**src/cell_proc_pkg.sv**
```systemverilog
// package: register map, fields and constants of the receive cell processor
// How it works
// - flush empties fifo and blocks writes
// - descramble payload unless disabled
// - optional coset added before header compare
// - uncorrectable header cells dropped unless pass
// - pass keeps errored cells, correction mode held
// - no cells kept in hunt or presync
// - single-bit header errors corrected when enabled
// - correction off makes every error uncorrectable
// - idle cell filter drops matching cells
// - bypass switches idle filtering off entirely
// - parity even or odd over output byte
// - status bit shows out of delineation
// - overrun flag set, cleared by reading
// - correctable and uncorrectable flags, read clears
// - delineation change flag on sync entry/loss
// - interrupt sources gated by enable bits
// - pattern covers flow, type, priority bits
// - idle needs zero path/channel and match
// - mask one compares, zero ignores
// - reset values drop zero path/channel cells
// - detection mode needs 1/2/4/8 clean cells
// - cell count covers only fifo writes
package cell_proc_pkg;
   localparam logic [9:0] idx_ctrl = 10'h050;
   localparam logic [9:0] idx_irq = 10'h051;
   localparam logic [9:0] idx_pattern = 10'h052;
   localparam logic [9:0] idx_mask = 10'h053;
   localparam logic [9:0] idx_config = 10'h05a;
   localparam logic [9:0] idx_count = 10'h05b;
   localparam logic [6:0] ctrl_reset = 7'h04;
   localparam logic [7:0] pattern_reset = 8'h00;
   localparam logic [7:0] mask_reset = 8'h00;
   localparam logic [1:0] thr_reset = 2'h0;
   localparam int bit_flush = 0;
   localparam int bit_descr_off = 1;
   localparam int bit_coset = 2;
   localparam int bit_pass = 3;
   localparam int bit_corr_off = 4;
   localparam int bit_bypass = 5;
   localparam int bit_parity = 6;
   localparam logic [5:0] hec_idx = 6'h04;
   localparam logic [5:0] pay_first = 6'h05;
   localparam logic [5:0] last_idx = 6'h34;
   localparam int pay_len = 48;
   localparam logic [2:0] slots = 3'h4;
   localparam logic [2:0] alpha_m1 = 3'h6;
   localparam logic [2:0] delta_m1 = 3'h5;
   localparam logic [7:0] coset_pattern = 8'h55;
   localparam logic [7:0] crc_poly = 8'h07;

   typedef enum logic [1:0] {hunt = 2'b00, presync = 2'b01, sync = 2'b10} delin_state_type;
   typedef enum logic {correct_mode = 1'b0, detect_mode = 1'b1} hdr_mode_type;

   function automatic logic [7:0] crc8(input logic [31:0] d);
      logic [7:0] c;
      c = 8'h00;
      for (int i = 31; i >= 0; i--) begin
         c = {c[6:0], 1'b0} ^ ((c[7] ^ d[i]) ? crc_poly : 8'h00);
      end
      return c;
   endfunction

   // syndrome left by a single flipped bit at position p of the header
   function automatic logic [7:0] unit_syn(input int p);
      if (p < 8) begin
         return 8'h01 << p;
      end
      return crc8(32'h1 << (p - 8));
   endfunction
endpackage

```
**src/cell_fifo_if.sv**
```systemverilog
// interface: write side of the cell fifo
`timescale 1ns/1ns
`default_nettype none
interface cell_fifo_if;
   logic flush;
   logic hdr_we;
   logic [39:0] hdr_data;
   logic pay_we;
   logic [5:0] pay_idx;
   logic [7:0] pay_data;
   logic commit;
   logic [2:0] count;
   modport writer(output flush, hdr_we, hdr_data, pay_we, pay_idx, pay_data, commit,
                  input count);
   modport store(input flush, hdr_we, hdr_data, pay_we, pay_idx, pay_data, commit,
                 output count);
endinterface
`default_nettype wire

```
**src/cell_fifo.sv**
```systemverilog
// module: four-cell receive fifo and its byte read port
`timescale 1ns/1ns
`default_nettype none
module cell_fifo (
   input wire logic i_clk,
   input wire logic i_reset_n,
   cell_fifo_if.store f,
   input wire logic i_read,
   input wire logic i_parity_even,
   output logic [7:0] o_data,
   output logic o_parity,
   output logic o_valid,
   output logic o_soc,
   output logic o_avail
);
   import cell_proc_pkg::*;
   logic [39:0] hdr_mem [0:3];
   logic [7:0] pay_mem [0:191];
   logic [1:0] wr_slot;
   logic [1:0] rd_slot;
   logic [5:0] rd_idx;
   logic [7:0] rd_byte;
   logic pop;
   logic pop_last;

   function automatic logic [7:0] slot_addr(input logic [1:0] s, input logic [5:0] i);
      return 8'(int'(s) * pay_len + int'(i));
   endfunction

   assign pop = i_read && f.count != 3'h0 && !f.flush;
   assign pop_last = pop && rd_idx == last_idx;
   assign rd_byte = (rd_idx < pay_first) ? hdr_mem[rd_slot][8 * (4 - int'(rd_idx)) +: 8]
                                         : pay_mem[slot_addr(rd_slot, rd_idx - pay_first)];

   // memories carry no reset; only committed slots are ever read
   always_ff @(posedge i_clk) begin
      if (f.hdr_we) begin
         hdr_mem[wr_slot] <= f.hdr_data;
      end
      if (f.pay_we) begin
         pay_mem[slot_addr(wr_slot, f.pay_idx)] <= f.pay_data;
      end
   end

   always_ff @(posedge i_clk or negedge i_reset_n) begin
      if (!i_reset_n) begin
         wr_slot <= 2'h0;
         rd_slot <= 2'h0;
         rd_idx <= 6'h0;
         f.count <= 3'h0;
      end else if (f.flush) begin
         wr_slot <= 2'h0;
         rd_slot <= 2'h0;
         rd_idx <= 6'h0;
         f.count <= 3'h0;
      end else begin
         if (f.commit) begin
            wr_slot <= wr_slot + 2'h1;
         end
         if (pop) begin
            rd_idx <= pop_last ? 6'h0 : rd_idx + 6'h1;
         end
         if (pop_last) begin
            rd_slot <= rd_slot + 2'h1;
         end
         f.count <= f.count + {2'b00, f.commit} - {2'b00, pop_last};
      end
   end

   always_ff @(posedge i_clk or negedge i_reset_n) begin
      if (!i_reset_n) begin
         o_data <= 8'h00;
         o_parity <= 1'b1;
         o_valid <= 1'b0;
         o_soc <= 1'b0;
         o_avail <= 1'b0;
      end else begin
         o_valid <= pop;
         o_soc <= pop && rd_idx == 6'h0;
         o_avail <= f.count != 3'h0 && !f.flush;
         if (pop) begin
            o_data <= rd_byte;
            o_parity <= i_parity_even ? ^rd_byte : ~^rd_byte;
         end
      end
   end
endmodule // cell_fifo
`default_nettype wire

```
**src/hec_check.sv**
```systemverilog
// module: header check syndrome and single-bit correction
`timescale 1ns/1ns
`default_nettype none
module hec_check (
   input wire logic [39:0] i_hdr,
   input wire logic i_coset_add,
   input wire logic i_correct_en,
   output logic o_clean,
   output logic o_correctable,
   output logic [39:0] o_fixed
);
   import cell_proc_pkg::*;
   logic [7:0] syn;
   always_comb begin
      syn = crc8(i_hdr[39:8]) ^ i_hdr[7:0] ^ (i_coset_add ? coset_pattern : 8'h00);
      o_clean = syn == 8'h00;
      o_correctable = 1'b0;
      o_fixed = i_hdr;
      for (int p = 0; p < 40; p++) begin
         if (i_correct_en && !o_clean && syn == unit_syn(p)) begin
            o_correctable = 1'b1;
            o_fixed[p] = ~i_hdr[p];
         end
      end
   end
endmodule // hec_check
`default_nettype wire

```
**src/rx_atm_cell_processor.sv**
```systemverilog
// top: receive cell delineation, header check, filter, descrambler and registers
//
// The implementer's own choice: the APB register port.
`timescale 1ns/1ns
`default_nettype none
module rx_atm_cell_processor (
   input wire logic i_clk,
   input wire logic i_reset_n,
   input wire logic i_psel,
   input wire logic i_penable,
   input wire logic i_pwrite,
   input wire logic [11:0] i_paddr,
   input wire logic [31:0] i_pwdata,
   input wire logic [3:0] i_pstrb,
   output logic [31:0] o_prdata,
   output logic o_pready,
   output logic o_pslverr,
   input wire logic [7:0] i_cell_byte,
   input wire logic i_cell_valid,
   input wire logic i_rx_read,
   output logic [7:0] o_rx_cell_bus,
   output logic o_rx_parity_out,
   output logic o_rx_valid,
   output logic o_rx_start_of_cell,
   output logic o_rx_cell_avail,
   output logic o_irq
);
   import cell_proc_pkg::*;

   ////////////////////////////////////////////////////////////////////////
   // reset release
   logic rst_meta;
   logic rst_n;
   always_ff @(posedge i_clk or negedge i_reset_n) begin
      if (!i_reset_n) begin
         rst_meta <= 1'b0;
         rst_n <= 1'b0;
      end else begin
         rst_meta <= 1'b1;
         rst_n <= rst_meta;
      end
   end

   ////////////////////////////////////////////////////////////////////////
   // declarations
   cell_fifo_if f();
   logic [6:0] ctrl;
   logic [2:0] irq_en;
   logic [3:0] flags;
   logic [3:0] flag_set;
   logic [3:0] flags_seen;
   logic [7:0] pattern;
   logic [7:0] mask;
   logic [1:0] thr_code;
   logic [18:0] cell_count;
   logic [18:0] cnt_seen;
   logic rx_flush;
   logic setup;
   logic access;
   logic wr_acc;
   logic rd_acc;
   logic mapped;
   logic [9:0] widx;
   logic [31:0] rd_value;
   delin_state_type delin;
   logic [5:0] idx;
   logic [2:0] run_good;
   logic [2:0] run_bad;
   logic at_hdr;
   logic cell_dec;
   logic to_hunt;
   logic to_sync;
   logic in_payload;
   logic [39:0] win;
   logic [39:0] hdr_now;
   logic clean;
   logic correctable;
   logic [39:0] fixed;
   hdr_mode_type mode;
   hdr_mode_type next_mode;
   logic [3:0] run_ok;
   logic [3:0] next_run;
   logic [3:0] thr;
   logic accept;
   logic corr_evt;
   logic uncorr_evt;
   logic idle;
   logic keep_now;
   logic keep;
   logic ovr_evt;
   logic [42:0] scr_hist;
   logic [42:0] next_hist;
   logic [7:0] descr_byte;

   assign rx_flush = ctrl[bit_flush];

   ////////////////////////////////////////////////////////////////////////
   // apb slave: zero wait states, data captured in setup
   assign widx = i_paddr[11:2];
   assign setup = i_psel && !i_penable;
   assign access = i_psel && i_penable && o_pready;
   assign wr_acc = access && i_pwrite && i_pstrb[0];
   assign rd_acc = access && !i_pwrite;

   always_comb begin
      mapped = 1'b1;
      rd_value = 32'h0;
      case (widx)
         idx_ctrl: rd_value[7:0] = {delin != sync, ctrl};
         idx_irq: rd_value[7:0] = {irq_en, flags, 1'b0};
         idx_pattern: rd_value[7:0] = pattern;
         idx_mask: rd_value[7:0] = mask;
         idx_config: rd_value[1:0] = thr_code;
         idx_count: rd_value[18:0] = cell_count;
         default: mapped = 1'b0;
      endcase
   end

   always_ff @(posedge i_clk or negedge rst_n) begin
      if (!rst_n) begin
         o_pready <= 1'b0;
         o_pslverr <= 1'b0;
         o_prdata <= 32'h0;
         flags_seen <= 4'h0;
         cnt_seen <= 19'h0;
      end else begin
         o_pready <= setup;
         o_pslverr <= setup && !mapped;
         if (setup) begin
            o_prdata <= i_pwrite ? 32'h0 : rd_value;
            flags_seen <= (!i_pwrite && widx == idx_irq) ? flags : 4'h0;
            cnt_seen <= (!i_pwrite && widx == idx_count) ? cell_count : 19'h0;
         end
      end
   end

   always_ff @(posedge i_clk or negedge rst_n) begin
      if (!rst_n) begin
         ctrl <= ctrl_reset;
         irq_en <= 3'h0;
         pattern <= pattern_reset;
         mask <= mask_reset;
         thr_code <= thr_reset;
      end else if (wr_acc) begin
         case (widx)
            idx_ctrl: ctrl <= i_pwdata[6:0];
            idx_irq: irq_en <= i_pwdata[7:5];
            idx_pattern: pattern <= i_pwdata[7:0];
            idx_mask: mask <= i_pwdata[7:0];
            idx_config: thr_code <= i_pwdata[1:0];
            default: ;
         endcase
      end
   end

   ////////////////////////////////////////////////////////////////////////
   // sticky flags, counter and interrupt
   // only bits shown by the read are cleared, so a set in between survives
   assign flag_set = {to_sync || to_hunt, cell_dec && corr_evt, cell_dec && uncorr_evt, ovr_evt};

   always_ff @(posedge i_clk or negedge rst_n) begin
      if (!rst_n) begin
         flags <= 4'h0;
      end else begin
         flags <= (flags & ~(rd_acc ? flags_seen : 4'h0)) | flag_set;
      end
   end

   always_ff @(posedge i_clk or negedge rst_n) begin
      if (!rst_n) begin
         cell_count <= 19'h0;
      end else begin
         cell_count <= cell_count - (rd_acc ? cnt_seen : 19'h0) + {18'h0, f.commit};
      end
   end

   always_ff @(posedge i_clk or negedge rst_n) begin
      if (!rst_n) begin
         o_irq <= 1'b0;
      end else begin
         o_irq <= |{flags[0] & irq_en[0], (flags[1] | flags[2]) & irq_en[1],
                    flags[3] & irq_en[2]};
      end
   end

   ////////////////////////////////////////////////////////////////////////
   // cell delineation
   assign hdr_now = {win[31:0], i_cell_byte};
   assign at_hdr = i_cell_valid && (delin == hunt || idx == hec_idx);
   assign to_sync = at_hdr && delin == presync && clean && run_good == delta_m1;
   assign to_hunt = at_hdr && delin == sync && !clean && run_bad == alpha_m1;
   assign cell_dec = at_hdr && delin == sync && !to_hunt;
   assign in_payload = i_cell_valid && delin != hunt && idx >= pay_first;

   hec_check u_hec (
      .i_hdr(hdr_now),
      .i_coset_add(ctrl[bit_coset]),
      .i_correct_en(!ctrl[bit_corr_off]),
      .o_clean(clean),
      .o_correctable(correctable),
      .o_fixed(fixed)
   );

   // hunt checks every byte offset; the other states only cell boundaries
   always_ff @(posedge i_clk or negedge rst_n) begin
      if (!rst_n) begin
         win <= 40'h0;
         delin <= hunt;
         idx <= 6'h0;
         run_good <= 3'h0;
         run_bad <= 3'h0;
      end else if (i_cell_valid) begin
         win <= hdr_now;
         if (delin != hunt) begin
            idx <= (idx == last_idx) ? 6'h0 : idx + 6'h1;
         end
         if (at_hdr) begin
            unique case (delin)
               hunt: begin
                  if (clean) begin
                     delin <= presync;
                     idx <= pay_first;
                     run_good <= 3'h0;
                  end
               end
               presync: begin
                  if (!clean) begin
                     delin <= hunt;
                  end else if (to_sync) begin
                     delin <= sync;
                     run_bad <= 3'h0;
                  end else begin
                     run_good <= run_good + 3'h1;
                  end
               end
               sync: begin
                  if (to_hunt) begin
                     delin <= hunt;
                  end else if (clean) begin
                     run_bad <= 3'h0;
                  end else begin
                     run_bad <= run_bad + 3'h1;
                  end
               end
               default: delin <= hunt;
            endcase
         end
      end
   end

   ////////////////////////////////////////////////////////////////////////
   // header verification: correction and detection modes
   assign thr = 4'h1 << thr_code;

   always_comb begin
      accept = 1'b0;
      corr_evt = 1'b0;
      uncorr_evt = 1'b0;
      next_mode = mode;
      next_run = run_ok;
      if (clean) begin
         if (mode == correct_mode || ctrl[bit_pass]) begin
            accept = 1'b1;
         end else if (run_ok + 4'h1 >= thr) begin
            accept = 1'b1;
            next_mode = correct_mode;
            next_run = 4'h0;
         end else begin
            next_run = run_ok + 4'h1;
         end
      end else if (correctable) begin
         corr_evt = 1'b1;
         accept = mode == correct_mode || ctrl[bit_pass];
         next_mode = detect_mode;
         next_run = 4'h0;
      end else begin
         uncorr_evt = 1'b1;
         accept = ctrl[bit_pass];
         next_mode = detect_mode;
         next_run = 4'h0;
      end
      if (ctrl[bit_pass]) begin
         next_mode = correct_mode;
      end
   end

   // zero path/channel plus masked flow/type/priority match
   assign idle = fixed[35:12] == 24'h0 &&
                 ((({fixed[39:36], fixed[11:8]} ^ pattern) & mask) == 8'h00);
   assign keep_now = cell_dec && accept && !(idle && !ctrl[bit_bypass]) && !rx_flush;
   assign ovr_evt = keep_now && f.count == slots;

   always_ff @(posedge i_clk or negedge rst_n) begin
      if (!rst_n) begin
         mode <= correct_mode;
         run_ok <= 4'h0;
         keep <= 1'b0;
      end else begin
         if (cell_dec) begin
            mode <= next_mode;
            run_ok <= next_run;
         end
         if (rx_flush || f.commit) begin
            keep <= 1'b0;
         end else if (cell_dec) begin
            keep <= f.hdr_we;
         end
      end
   end

   ////////////////////////////////////////////////////////////////////////
   // payload descrambler, self-synchronising x^43+1
   function automatic logic [50:0] descramble(input logic [42:0] h, input logic [7:0] b);
      logic [42:0] s;
      logic [7:0] o;
      s = h;
      o = 8'h00;
      for (int i = 7; i >= 0; i--) begin
         o[i] = b[i] ^ s[42];
         s = {s[41:0], b[i]};
      end
      return {s, o};
   endfunction

   assign {next_hist, descr_byte} = descramble(scr_hist, i_cell_byte);

   // history keeps running while disabled so re-enabling needs no resync
   always_ff @(posedge i_clk or negedge rst_n) begin
      if (!rst_n) begin
         scr_hist <= 43'h0;
      end else if (in_payload) begin
         scr_hist <= next_hist;
      end
   end

   ////////////////////////////////////////////////////////////////////////
   // receive fifo
   assign f.flush = rx_flush;
   assign f.hdr_we = keep_now && f.count != slots;
   assign f.hdr_data = fixed;
   assign f.pay_we = keep && in_payload && !rx_flush;
   assign f.pay_idx = idx - pay_first;
   assign f.pay_data = ctrl[bit_descr_off] ? i_cell_byte : descr_byte;
   assign f.commit = f.pay_we && idx == last_idx;

   cell_fifo u_fifo (
      .i_clk(i_clk),
      .i_reset_n(rst_n),
      .f(f),
      .i_read(i_rx_read),
      .i_parity_even(ctrl[bit_parity]),
      .o_data(o_rx_cell_bus),
      .o_parity(o_rx_parity_out),
      .o_valid(o_rx_valid),
      .o_soc(o_rx_start_of_cell),
      .o_avail(o_rx_cell_avail)
   );
endmodule // rx_atm_cell_processor
`default_nettype wire

```
**config.mk**
```make
export PLATFORM = sky130hd
export DESIGN_NAME = rx_atm_cell_processor
export DESIGN_NICKNAME = d
export VERILOG_FILES = /design/src/cell_proc_pkg.sv /design/src/cell_fifo_if.sv /design/src/cell_fifo.sv /design/src/hec_check.sv /design/src/rx_atm_cell_processor.sv
export SDC_FILE = /design/constraint.sdc
export NUM_CORES = 2
export LEC_CHECK = 0
export ABC_AREA = 1
export BUFFER_PORTS_ARGS = -buffer_cell sky130_fd_sc_hd__buf_2
export CAP_MARGIN = 20
export CELL_PAD_IN_SITES_DETAIL_PLACEMENT = 0
export CELL_PAD_IN_SITES_GLOBAL_PLACEMENT = 1
export CORE_MARGIN = 2
export CORE_UTILIZATION = 53
export CTS_BUF_LIST = sky130_fd_sc_hd__clkbuf_8
export DETAILED_ROUTE_END_ITERATION = 8
export PLACE_DENSITY_LB_ADDON = 0.1
export SLEW_MARGIN = 0
export SYNTH_ARGS = -nofsm -noshare
export SYNTH_HDL_FRONTEND = slang
export SYNTH_HIERARCHICAL = 1
export SYNTH_SLANG_ARGS = --single-unit
```
**constraint.sdc**
```tcl
create_clock -name i_clk -period 7.48 [get_ports i_clk]
set_clock_uncertainty 0.05 [all_clocks]
set_input_delay 1.122 -clock i_clk [delete_from_list [all_inputs] [get_ports i_clk]]
set_output_delay 1.122 -clock i_clk [all_outputs]
set_load 0.01 [all_outputs]
```
==> impl_metrics.tcl <==
set metrics [dict create \
    post-place-ws_ns 1.723 \
    finalMaxSlewViolations 0 \
    syn_to_final_growth_pct 9.332 \
    synth_cell_types 56 \
    synth_top_family_by_area "simple AND/OR/NAND/NOR gates" \
    cpMostUsedCell "nand2_1" \
    drt_iter0_markers 5825 \
    worst_pin_slew_ns 1.111 \
    syn_inst 7730 \
    vdd_drop_max_v 0.0007772 \
    globalRouteOverflowTotal 0 \
    start_util_pct 53.41 \
    vias_per_cell 5.685 \
    drc 0 \
    cts-resized-gates 0 \
    holdWs_ns 0.2994 \
    synth_top_area_cell "edfxtp_1" \
    portBuffers 67 \
    drt-total-wl_mm 226.9 \
    synth_adder_area_share_pct 1.071 \
    final_cell_mix "1,945 x nand2_1, 1,696 x edfxtp_1, 1,419 x nand3_1, 670 x nor2_1, 486 x inv_1" \
    synthSimpleGateAreaFrac_pct 21.80 \
    synth_ff_type "edfxtp_1" \
    netlist.area_leader.share_pct 61.05 \
    coreArea_sq_mm 0.1562 \
    period_minus_slack_ns 5.830 \
    grt_max_degree 194 \
    via_count 57380 \
    clockBufferDepth 4 \
    synth-edff-count 1696 \
    synth_compound_area_share_pct 3.688 \
    post_cts_buffers 0 \
    htreeDepth 5 \
    rsz0062_at_grt "false" \
    clkTransAtPathRegs_ns 0.06 \
    dieWidth_um 400.7 \
    power_density_mw_per_mm2 442.1 \
    insertion_delay_ns 1.06 \
    cts_buffers 333 \
    synth_area_sq_mm 0.08343 \
    p_leak_uw 0.03483 \
    ys_seq_area_share_pct 67.59 \
    cts-root-buf "clkbuf_8" \
    hold_violations 0 \
    finalSetupTns_ns 0 \
    io_pins 110 \
    cp_max_fo 40 \
    period_share_pct 77.94 \
    tritoncts "done" \
    syn_avg_cell_area_sq_um 10.79 \
    fin_nets 7936 \
    status "completed" \
    drt_first_pass_iters 6 \
    fmax_ghz 0.1715 \
    fp-row-count 145 \
    ys_async_sr_fraction_pct 11.39 \
    min_path_type "reg2async" \
    setup_viol 0 \
    fin_ws_ns 1.650 \
    cp.required_ns 8.06 \
    die_y_um 400.7 \
    grt_usage_pct 28.09 \
    layout-drive-gt1-share_pct 9.435 \
    drtAntennaViolNets 0 \
    cp-end-kind "flop" \
    place.gp.congestion 0.9035 \
    post-dp-hpwl_mm 131.0 \
    synth_area_leaders "edfxtp_1 61%, nand2_1 8.8%, nand3_1 8.5%" \
    synth_xor_area_share_pct 0.9974 \
    fill_cells 13210 \
    drv_cap 0 \
    ys_ff_latch 1914 \
    grt_pass1_vias 54650 \
    critPathKind "reg2reg" \
    slew_headroom_pct 25.75 \
    synthMuxAreaShare_pct 0.5579 \
    cpPeakStageDelay_ns 0.68 \
    reg2reg_depth 30 \
    layout_commonest_cell "nand2_1" \
    die_area_sq_mm 0.1606 \
    grt_pass1_wl_mm 341.4 \
    arrival_ns 6.41 \
    routedWlPerCell_um 22.48 \
    worst_path_max_delay_cell "xor2_1" \
    antenna_found_initial 7 \
    cp-start-kind "flop" \
    numClockSinks 1914 \
    yosysWarnings 6 \
    finalPower_uw 40330 \
]
## where the power goes
group	leakage (uW)	total, uW	internal [uW]	switching, uW
logic	0.0134	18100	4460	13600
clock network	0.00342	8640	4530	4110
registers	0.0180	13600	13400	205
## Yosys cell counts (4+ instances only)
library cell / n
a32o_1: 5
or2_2: 38
nor2_2: 9
inv_1: 386
buf_1: 42
edfxtp_1: 1696
buf_6: 5
a21oi_1: 81
nor3_1: 19
buf_2: 210
buf_4: 28
ha_1: 65
o221ai_1: 10
o21ai_1: 16
mux2_2: 40
fa_1: 4
nand2_2: 38
dfrtp_1: 216
nand3_1: 1419
o21ai_0: 328
nand3_2: 9
nor2_1: 670
nand3b_1: 12
xor2_1: 73
nor2_4: 11
clkbuf_1: 144
xnor2_1: 22
nand2_1: 1946
inv_2: 27
o211ai_1: 58
o22ai_1: 29
nand4_1: 31
## state kept, by name, indices dropped and copies added (netlist names), 8 cells and up
register and cells:
cnt_seen 19, u_fifo/o_data 8, u_fifo/hdr_mem 160, pattern 8, scr_hist 43, win 32
u_fifo/pay_mem 1536, cell_count 19, o_prdata 19, mask 8
## path summary, 6_finish.rpt
| check | startpoint | endpoint | slack [ns] |
|---|---|---|---|
| max | win[28] | u_fifo/hdr_mem[1][3] | 1.65 |
| max reg2reg | win[28] | u_fifo/hdr_mem[1][3] | 1.65 |
| min | rst_n | ctrl[3] | 0.30 |
| max in group asynchronous | rst_n | u_fifo/rd_idx[0] | 5.74 |
| min reg2reg | rst_n | ctrl[3] | 0.30 |
| min in group i_clk | i_penable | o_pready | 0.30 |
## per-stage QoR
stage	utilization, %	cell area (sq um)	cells
2_1_floorplan	-	83470	7742
3_3_place_gp	54.62	85310	9526
3_5_place_dp	54.62	85310	9526
4_1_cts	58.39	91210	10090
5_1_grt	58.39	91210	10090
6_report	58.39	91210	10090
## cell type report
type | count | area (sq um) | share of cell area (%)
multi-input cells | 4984 | 23560 | 25.83
clock buffers | 357 | 4913 | 5.387
clock inverters | 208 | 969.7 | 1.063
well taps | 2058 | 2575 | 2.823
diodes | 1 | 2.502 | 0.002744
repair buffers | 156 | 1181 | 1.295
inverters | 415 | 1614 | 1.770
flip-flops and latches | 1914 | 56400 | 61.83
## repair_timing
item,4_1_cts,5_1_grt
hold buffers,1,0
endpoints found under the setup margin,0,0
hold endpoints to repair,2,0
## cell families (layout without fill, tap and decap cells)
family / count (synthesis) / in the layout
adder cells (fa/ha/maj): 69 / 69
XOR/XNOR: 95 / 95
other: 2 / 15
AO/OA/AOI/OAI: 550 / 550
flip-flops: 1914 / 1914
AND/OR/NAND/NOR: 4215 / 4215
multiplexers: 41 / 41
buffers and inverters: 844 / 1136
## critical path, delay by kind of cell, from the launching register on
family          cells  cell delay (ns)
flops               1             0.63
simple gates       23             2.74
xor+xnor            2             1.01
compound gates      1             0.19
buf+inv             4             0.79
## layer usage
layer	routed length (um)	global-route usage, %
met3	17540	5.651
met2	104900	43.33
met5	52	0
met4	7674	10.30
met1	96710	39.70
No activity file was read; power rests on OpenSTA's default activity.
